==> src/logic/dics_pkg.sv <==
// Package: register map, field positions, reset values and detector timing for the display config/status block
package dics_pkg;
    // Register word indices (printed offsets are not word aligned, so byte address is index * 4)
    localparam logic [7:0] IDX_IFACE_CFG  = 8'h0f;
    localparam logic [7:0] IDX_COAST_CFG  = 8'h11;
    localparam logic [7:0] IDX_PRECOAST   = 8'h12;
    localparam logic [7:0] IDX_POSTCOAST  = 8'h13;
    localparam logic [7:0] IDX_OUT_CTRL   = 8'h14;
    localparam logic [7:0] IDX_DET_STATUS = 8'h15;
    localparam int         ADDR_W         = 10;

    // Coast config fields
    localparam int COAST_POL_BIT   = 1;
    localparam int COAST_OVR_BIT   = 2;
    localparam int COAST_EN_BIT    = 3;
    // Interface config fields
    localparam int IF_PRIO_BIT     = 1;
    localparam int IF_OVR_BIT      = 2;
    // Output control fields
    localparam int DRIVE_HI_BIT    = 7;
    localparam int DRIVE_LO_BIT    = 6;
    localparam int BW_BIT          = 5;
    localparam int CLK_INV_BIT     = 4;
    localparam int HIZ_BIT         = 3;
    localparam int PROT_ADDR_BIT   = 2;
    localparam int SLEEP_N_BIT     = 1;
    localparam int FMT422_BIT      = 0;
    // Status fields
    localparam int ST_HSYNC_BIT    = 7;
    localparam int ST_SOG_BIT      = 6;
    localparam int ST_VSYNC_BIT    = 5;
    localparam int ST_DCLK_BIT     = 4;
    localparam int ST_AI_BIT       = 3;

    // Reset values
    localparam logic [7:0] RST_IFACE_CFG = 8'h00;
    localparam logic [7:0] RST_COAST_CFG = 8'h0a;
    localparam logic [7:0] RST_PRECOAST  = 8'h00;
    localparam logic [7:0] RST_POSTCOAST = 8'h00;
    localparam logic [7:0] RST_OUT_CTRL  = 8'hc2;

    // Drive strength codes
    localparam logic [1:0] DRIVE_LOW  = 2'h0;
    localparam logic [1:0] DRIVE_MED  = 2'h1;
    localparam logic [1:0] DRIVE_HIGH = 2'h2;

    // Activity window: a pin with no edge for this long reads as idle
    localparam int ACT_WINDOW_US  = 100;
    localparam int CLK_MHZ        = 100;
    localparam int ACT_WINDOW_CYC = ACT_WINDOW_US * CLK_MHZ;
    localparam int ACT_CNT_W      = 16;
    localparam int N_DET          = 4;

    typedef enum logic [1:0] {
        DICS_IF_ANALOG,
        DICS_IF_DIGITAL,
        DICS_IF_SEEK
    } dics_if_state_t;
endpackage : dics_pkg

==> src/logic/dics_regs.sv <==
// Config/status register slice of a dual analog/digital display receiver, APB slave
//
// Function
// - Coast config bit 1 is coast polarity: 0 active low, 1 active high, resets 1.
// - Coast polarity applies only with coast disabled and polarity override bit set.
// - 8-bit precoast count of edges filtered before Vsync, resets zero.
// - 8-bit postcoast count of edges filtered after Vsync, resets zero.
// - Output drive bits 7-6: 1x high, 01 medium, 00 low; default 11.
// - Output control bit 5 picks analog bandwidth: 0 is 10 MHz, 1 is 300 MHz.
// - Bit 4 inverts output data clock, digital interface only; default not inverted.
// - Bit 3 set three-states data, line sync, frame sync and pixel valid outputs.
// - Bit 2 drives the protection slave port address bit directly; default 0.
// - Bit 1 written 0 powers chip down; 1 normal; resets 1.
// - Bit 0 picks output format: 0 is 4:4:4, 1 is 4:2:2 on 16 lines.
// - In 4:2:2, green carries luma, red chroma, blue outputs three-stated.
// - Status bit 7 shows Hsync pin activity; stuck level means none.
// - Status bit 6 shows activity on green embedded sync input.
// - Status bit 5 shows Vsync pin activity; stuck level means none.
// - Status bit 4 shows activity on the digital interface clock.
// - Analog present is OR of status bits 7-5; digital present is bit 4.
// - Active flag: digital-only 1, analog-only 0, both uses priority, neither seeks.
// - Interface override forces the active flag to the priority select bit.
// - Active flag 0 means analog interface, 1 means digital interface.
// - Priority select: 0 analog, 1 digital; default 0.
//
// Our own choice: the APB interface to the registers.
`timescale 1ns/1ps
`default_nettype none
module dics_regs
    import dics_pkg::*;
#(
    parameter int ACT_WINDOW = ACT_WINDOW_CYC
) (
    input  wire logic              pclk,
    input  wire logic              presetn,
    input  wire logic              psel,
    input  wire logic              penable,
    input  wire logic              pwrite,
    input  wire logic [ADDR_W-1:0] paddr,
    input  wire logic [31:0]       pwdata,
    input  wire logic [3:0]        pstrb,
    output logic      [31:0]       prdata,
    output logic                   pready,
    output logic                   pslverr,
    input  wire logic              hsync_in,
    input  wire logic              green_embedded_sync,
    input  wire logic              vsync_in,
    input  wire logic              dig_clk_in,
    output logic                   coast_enable,
    output logic                   coast_pol_user,
    output logic                   coast_polarity,
    output logic      [7:0]        precoast_edges,
    output logic      [7:0]        postcoast_edges,
    output logic      [1:0]        drive_strength,
    output logic                   bw_wide,
    output logic                   out_clk_invert,
    output logic                   red_out_hiz,
    output logic                   green_out_hiz,
    output logic                   blue_out_hiz,
    output logic                   sync_out_hiz,
    output logic                   prot_addr_bit,
    output logic                   chip_sleep_n,
    output logic                   format_422,
    output logic                   soft_seek,
    output logic                   active_interface_flag
);
    // Register storage
    logic [7:0] iface_cfg_r;
    logic [7:0] coast_cfg_r;
    logic [7:0] precoast_r;
    logic [7:0] postcoast_r;
    logic [7:0] out_ctrl_r;
    logic       ai_r;
    logic       ai_nxt;
    logic [N_DET-1:0] det_act;
    logic [N_DET-1:0] det_pins;
    dics_if_state_t   if_sel;

    // One detector per monitored pin: {hsync, sog, vsync, digital clock}
    assign det_pins = {hsync_in, green_embedded_sync, vsync_in, dig_clk_in};

    genvar gi;
    generate
        for (gi = 0; gi < N_DET; gi++) begin : g_det
            dics_activity_det #(
                .WINDOW (ACT_WINDOW)
            ) u_det (
                .pclk    (pclk),
                .presetn (presetn),
                .pin_in  (det_pins[gi]),
                .active  (det_act[gi])
            );
        end
    endgenerate

    // APB decode; the slave answers in the access cycle with no wait states
    wire              acc      = psel & penable;
    wire [ADDR_W-3:0] word     = paddr[ADDR_W-1:2];
    wire              aligned  = (paddr[1:0] == 2'h0);
    wire              hit_if   = aligned && (word == IDX_IFACE_CFG);
    wire              hit_cst  = aligned && (word == IDX_COAST_CFG);
    wire              hit_pre  = aligned && (word == IDX_PRECOAST);
    wire              hit_post = aligned && (word == IDX_POSTCOAST);
    wire              hit_out  = aligned && (word == IDX_OUT_CTRL);
    wire              hit_st   = aligned && (word == IDX_DET_STATUS);
    wire              mapped   = hit_if | hit_cst | hit_pre | hit_post | hit_out | hit_st;
    wire              wr_lane0 = acc & pwrite & pstrb[0];
    // Status is read-only: writes there are accepted but change nothing
    wire              wr_if    = wr_lane0 & hit_if;
    wire              wr_cst   = wr_lane0 & hit_cst;
    wire              wr_pre   = wr_lane0 & hit_pre;
    wire              wr_post  = wr_lane0 & hit_post;

    // Interface presence
    wire analog_seen  = det_act[3] | det_act[2] | det_act[1];
    wire digital_seen = det_act[0];
    wire prio_digital = iface_cfg_r[IF_PRIO_BIT];
    wire if_override  = iface_cfg_r[IF_OVR_BIT];

    // Active interface decision; seek holds the last flag value
    always_comb begin
        if (if_override) begin
            if_sel = prio_digital ? DICS_IF_DIGITAL : DICS_IF_ANALOG;
        end else if (analog_seen && digital_seen) begin
            if_sel = prio_digital ? DICS_IF_DIGITAL : DICS_IF_ANALOG;
        end else if (digital_seen) begin
            if_sel = DICS_IF_DIGITAL;
        end else if (analog_seen) begin
            if_sel = DICS_IF_ANALOG;
        end else begin
            if_sel = DICS_IF_SEEK;
        end
    end

    // Flag encoding: 0 analog, 1 digital
    always_comb begin
        case (if_sel)
            DICS_IF_ANALOG:  ai_nxt = 1'b0;
            DICS_IF_DIGITAL: ai_nxt = 1'b1;
            DICS_IF_SEEK:    ai_nxt = ai_r;
            default:         ai_nxt = ai_r;
        endcase
    end

    wire [7:0] status_val = {det_act[3], det_act[2], det_act[1], det_act[0], ai_r, 3'h0};

    // Read mux; unmapped addresses read zero
    wire [7:0] rd_byte = hit_if   ? iface_cfg_r :
                         hit_cst  ? coast_cfg_r :
                         hit_pre  ? precoast_r  :
                         hit_post ? postcoast_r :
                         hit_out  ? out_ctrl_r  :
                         hit_st   ? status_val  : 8'h00;

    // Config registers
    always_ff @(posedge pclk or negedge presetn) begin
        if (!presetn) begin
            iface_cfg_r <= RST_IFACE_CFG;
            coast_cfg_r <= RST_COAST_CFG;
            precoast_r  <= RST_PRECOAST;
            postcoast_r <= RST_POSTCOAST;
        end else begin
            if (wr_if) iface_cfg_r <= pwdata[7:0];
            if (wr_cst) coast_cfg_r <= pwdata[7:0];
            if (wr_pre) precoast_r <= pwdata[7:0];
            if (wr_post) postcoast_r <= pwdata[7:0];
        end
    end

    // Output control register lives alone: its power-up value differs from zero
    always_ff @(posedge pclk or negedge presetn) begin
        if (!presetn) begin
            out_ctrl_r <= RST_OUT_CTRL;
        end else if (wr_lane0 & hit_out) begin
            out_ctrl_r <= pwdata[7:0];
        end
    end

    // Active flag, updated every cycle from the detectors
    always_ff @(posedge pclk or negedge presetn) begin
        if (!presetn) begin
            ai_r      <= 1'b0;
            soft_seek <= 1'b0;
        end else begin
            ai_r      <= ai_nxt;
            soft_seek <= (if_sel == DICS_IF_SEEK);
        end
    end

    // APB answer registers
    always_ff @(posedge pclk or negedge presetn) begin
        if (!presetn) begin
            prdata  <= 32'h0000_0000;
            pready  <= 1'b0;
            pslverr <= 1'b0;
        end else begin
            pready  <= psel & ~penable;
            pslverr <= psel & ~penable & ~mapped;
            if (psel & ~penable & ~pwrite) begin
                prdata <= {24'h00_0000, rd_byte};
            end
        end
    end

    // Control outputs derived from registers; each output is a flop
    wire       cst_en   = coast_cfg_r[COAST_EN_BIT];
    wire       cst_ovr  = coast_cfg_r[COAST_OVR_BIT];
    wire       user_pol = ~cst_en & cst_ovr;
    wire [1:0] drv      = out_ctrl_r[DRIVE_HI_BIT] ? DRIVE_HIGH :
                          out_ctrl_r[DRIVE_LO_BIT] ? DRIVE_MED  : DRIVE_LOW;
    wire       hiz      = out_ctrl_r[HIZ_BIT];
    wire       fmt      = out_ctrl_r[FMT422_BIT];
    wire       dig_act  = ai_nxt;
    wire [7:0] cfg_out  = out_ctrl_r;

    always_ff @(posedge pclk or negedge presetn) begin
        if (!presetn) begin
            coast_enable    <= 1'b1;
            coast_pol_user  <= 1'b0;
            coast_polarity  <= 1'b1;
            precoast_edges  <= RST_PRECOAST;
            postcoast_edges <= RST_POSTCOAST;
            drive_strength  <= DRIVE_HIGH;
            bw_wide         <= 1'b1;
            out_clk_invert  <= 1'b0;
            red_out_hiz     <= 1'b0;
            green_out_hiz   <= 1'b0;
            blue_out_hiz    <= 1'b0;
            sync_out_hiz    <= 1'b0;
            prot_addr_bit   <= 1'b0;
            chip_sleep_n    <= 1'b1;
            format_422      <= 1'b0;
            active_interface_flag <= 1'b0;
        end else begin
            coast_enable    <= cst_en;
            coast_pol_user  <= user_pol;
            coast_polarity  <= coast_cfg_r[COAST_POL_BIT];
            precoast_edges  <= precoast_r;
            postcoast_edges <= postcoast_r;
            drive_strength  <= drv;
            bw_wide         <= cfg_out[BW_BIT];
            out_clk_invert  <= cfg_out[CLK_INV_BIT] & dig_act;
            red_out_hiz     <= hiz;
            green_out_hiz   <= hiz;
            blue_out_hiz    <= hiz | fmt;
            sync_out_hiz    <= hiz;
            prot_addr_bit   <= cfg_out[PROT_ADDR_BIT];
            chip_sleep_n    <= cfg_out[SLEEP_N_BIT];
            format_422      <= fmt;
            active_interface_flag <= ai_nxt;
        end
    end
endmodule : dics_regs
`default_nettype wire

==> src/logic/dics_activity_det.sv <==
// Activity detector: reports whether an input pin toggled within the recent window
`timescale 1ns/1ps
`default_nettype none
module dics_activity_det
    import dics_pkg::*;
#(
    parameter int WINDOW = ACT_WINDOW_CYC
) (
    input  wire logic pclk,
    input  wire logic presetn,
    input  wire logic pin_in,
    output logic      active
);
    logic                 prev_r;
    logic [ACT_CNT_W-1:0] cnt_r;
    logic                 edge_seen;

    // Any change of level counts; a pin stuck low never does, one stuck high counts once after reset
    assign edge_seen = pin_in ^ prev_r;

    // Window counter restarts on every edge and saturates at the window end
    always_ff @(posedge pclk or negedge presetn) begin
        if (!presetn) begin
            prev_r <= 1'b0;
            cnt_r  <= '0;
            active <= 1'b0;
        end else begin
            prev_r <= pin_in;
            if (edge_seen) begin
                cnt_r  <= ACT_CNT_W'(WINDOW);
                active <= 1'b1;
            end else if (cnt_r != '0) begin
                cnt_r  <= cnt_r - 1'b1;
            end else begin
                active <= 1'b0;
            end
        end
    end
endmodule : dics_activity_det
`default_nettype wire

==> config.mk <==
export PLATFORM = sky130hd
export DESIGN_NAME = dics_regs
export DESIGN_NICKNAME = d
export VERILOG_FILES = /design/src/logic/dics_pkg.sv /design/src/logic/dics_regs.sv /design/src/logic/dics_activity_det.sv
export SDC_FILE = /design/constraint.sdc
export NUM_CORES = 1
export LEC_CHECK = 0
export ABC_AREA = 0
export ABC_CLOCK_PERIOD_IN_PS = 5200
export BUFFER_PORTS_ARGS = -buffer_cell sky130_fd_sc_hd__buf_2
export CAP_MARGIN = 20
export CORE_MARGIN = 8
export CORE_UTILIZATION = 45
export DETAILED_ROUTE_END_ITERATION = 7
export GPL_TIMING_DRIVEN = 0
export PLACE_DENSITY_LB_ADDON = 0.3
export SLEW_MARGIN = 20
export SYNTH_ARGS = -nofsm -noshare
export SYNTH_HDL_FRONTEND = slang
export SYNTH_SLANG_ARGS = --single-unit
==> constraint.sdc <==
create_clock -name pclk -period 5.2 [get_ports pclk]
set_input_delay 0.52 -clock pclk [delete_from_list [all_inputs] [get_ports pclk]]
set_output_delay 0.52 -clock pclk [all_outputs]
set_load 0.02 [all_outputs]
==> run_results.csv <==
group,metric,value,unit
outcome,status,"finished, final reports clean",
die,die_x,144,µm
timing,worst_pin_slew,1.11,ns
grt,grt_usage,18.2,%
die,die_h,144,µm
route,wl_met1,7.97,mm
power,power,3.03,mW
clock_network,post_cts_resize_count,0,
clock_network,path_clk_slew,0.07,ns
power,p_leak,3.89,nW
critical_path,r2r_end,"g_det[2].u_det.cnt_r[13]",
critical_path,startpoint_type,"flip-flop",
layout,syn2layout_area_growth,17.9,%
place,gp_congestion,0.866,
logic_synthesis,yosysMostFrequentCell,"dfrtp_1",
timing,period_share,45.9,%
grt,grt_max_degree,79,
critical_path,crit_fanout,10,
route,wl,18.1,mm
critical_path,arrival,2.68,ns
clock_network,cts_root_buf,"clkbuf_16",
min_path,min_path_type,"in -> async",
timing,fin_crit,2.39,ns
power,power_density,346,mW/mm²
route,drcViolationCount,0,
die,coreArea,0.0163,mm²
die,dieArea,0.0209,mm²
route,top_layer,"met5",
power,vdd.ir_drop.worst,0.236,mV
place,numPortBuffers,69,
timing,hold_viol_final,0,
timing,maxSlewViolCount,0,
route,antenna_left,0,
clock_network,holdBufCountCts,0,
layout,fin_nets,873,
logic_synthesis,seq_area_frac_synth,51.4,%
clock_network,cts_sinks,152,
route,wl_met3,1.23,mm
logic_synthesis,ys_ff_latch,152,
timing,setup_viol,0,
route,vias_per_cell,5.63,
clock_network,cts_tree,"done",
die,ioPinCount,121,
clock_network,ctsHtreeMaxLevel,4,
timing,slew_headroom,26.1,%
critical_path,rr_worst_depth,8,
logic_synthesis,synth_top_area_cell,"dfrtp_1",
critical_path,r2r_slack,2.81,ns
die,start_util,45.4,%
route,wl_per_cell,17.4,µm
place,hpwl,12.8,mm
logic_synthesis,synth_edf_count,0,
clock_network,cts_setup_buffers,0,
route,dr_wl_met2,8.56,mm
critical_path,reg2reg_from,"g_det[2].u_det.cnt_r[0]",
place,dp_cells,1011,
grt,grt_first_pass_wirelength,29.6,mm
route,first_pass_iters,7,
logic_synthesis,synthesis.area,0.00742,mm²
timing,fmax,419,MHz
die,placementRows,47,
clock_network,cts_buffer_depth,2,
clock_network,cts_buffers,17,
grt,gr-total-overflow,0,
logic_synthesis,syn_inst,698,
logic_synthesis,synth_top_flop_cell,"dfrtp_1",
logic_synthesis,yosys_warnings,0,
layout,drive_above_1_share,23.6,%
route,vias,5868,
critical_path,crit_path_end_kind,"flip-flop",
logic_synthesis,synthTopCellsByCount,"dfrtp_1 (142), nand2_1 (47), o21ai_0 (36)",
route,drtIter0Drc,378,
logic_synthesis,synth.distinct_cells,59,
logic_synthesis,yosysTopAreaCellShare,47.9,%
grt,grt_pass1_vias,5753,
logic_synthesis,synth.area.top_cells,"dfrtp_1 (48%), mux2_2 (5.3%), dfstp_2 (3.5%)",
critical_path,path_class,"reg -> reg",
clock_network,clk_latency,0.43,ns
logic_synthesis,synth.avg_cell_area,10.6,µm²
job,drv_cap,0,
layout,antenna-diode-count,0,
grt,grt_antenna_before_repair,1,
timing,rsz0062_at_grt,"false",
timing,clock-skew-final,0.00715,ns
layout,finalNonFillerCells,1043,
logic_synthesis,async_reset_ff_share,100,%
critical_path,required,5.49,ns
timing,setup_tns,0,ns
[cells by family after synthesis]
logic type	synth area share, %
AOI/OAI and AO/OA	13.2
xor gates and xnor gates	1.06
adders and majority gates	1.35
buffers and inverters	4.72
DFF	51.4
muxes	6.80
other	0.0505
and+or+nand+nor	21.3
[metrics by stage]
step / worst slack (ns) / area, µm² / hold slack [ns] / util [%]
2_1_floorplan: 3.10 / 7510 / 0.224 / -
3_3_place_gp: 1.35 / 8130 / 0.370 / 49.7
3_5_place_dp: 2.63 / 8160 / 0.371 / 49.9
4_1_cts: 2.84 / 8740 / 0.0577 / 53.5
5_1_grt: 2.59 / 8740 / 0.0697 / 53.5
6_report: 2.81 / 8740 / 0.0249 / 53.5
[worst max path at each step]
stage / from / to / slack, ns
6_report: g_det[2].u_det.cnt_r[0] / g_det[2].u_det.cnt_r[13] / 2.81
4_1_cts: g_det[2].u_det.cnt_r[0] / g_det[2].u_det.cnt_r[13] / 2.84
2_1_floorplan: g_det[2].u_det.cnt_r[0] / g_det[2].u_det.cnt_r[14] / 3.10
3_3_place_gp: presetn / g_det[2].u_det.cnt_r[1] / 1.35
3_5_place_dp: paddr[1] / iface_cfg_r[1] / 2.63
5_1_grt: g_det[2].u_det.cnt_r[0] / g_det[2].u_det.cnt_r[6] / 2.59
[per-layer routing]
metal  vias up  GRT usage, %
li1       2811             -
met1      2850          23.8
met2       172          28.3
met3        33          4.69
met4         2          7.28
met5         -             0
[state kept, by name, summed over array words and instances (netlist names), 2 cells and up]
name                flops
cfg_out                 8
coast_cfg_r             8
drive_strength          2
g_det.u_det.active      4
g_det.u_det.cnt_r      64
g_det.u_det.prev_r      4
iface_cfg_r             8
postcoast_edges         8
postcoast_r             8
prdata                  8
precoast_edges          8
precoast_r              8
[worst max-delay path: stages (launching register included)]
cell	delay [ns]
dfrtp_1	0.39
inv_1	0.12
ha_1	0.17
nor4b_1	0.48
and4_1	0.28
clkbuf_1	0.30
buf_2	0.30
nor3_1	0.06
nand3b_1	0.15
[where the power goes]
group | switching (mW) | leakage [nW] | internal (mW)
sequential | 0.0888 | 1.91 | 1.25
combinational | 0.283 | 1.69 | 0.181
clock | 0.544 | 0.287 | 0.677
[placed cells by master, fill, tap and decap left out, drive strengths merged, types with 21 or more instances in the layout]
master	instances
nor3	25
nand3	27
o21ai	36
mux2	35
or4	22
or3	21
buf	102
a21oi	30
nand2b	23
conb	24
nand2	47
inv	26
dfrtp	142
clkbuf	34
[area by class of cell]
class / count / area (µm²)
clock inverters: 15 / 155
repair buffers: 70 / 383
flip-flops and latches: 152 / 3820
well taps: 220 / 275
fillers: 1486 / 7600
clock buffers: 17 / 425
inverters: 17 / 63.8
plain buffers: 49 / 287
multi-input cells: 503 / 3340
Power figures use the tool's default switching activity.
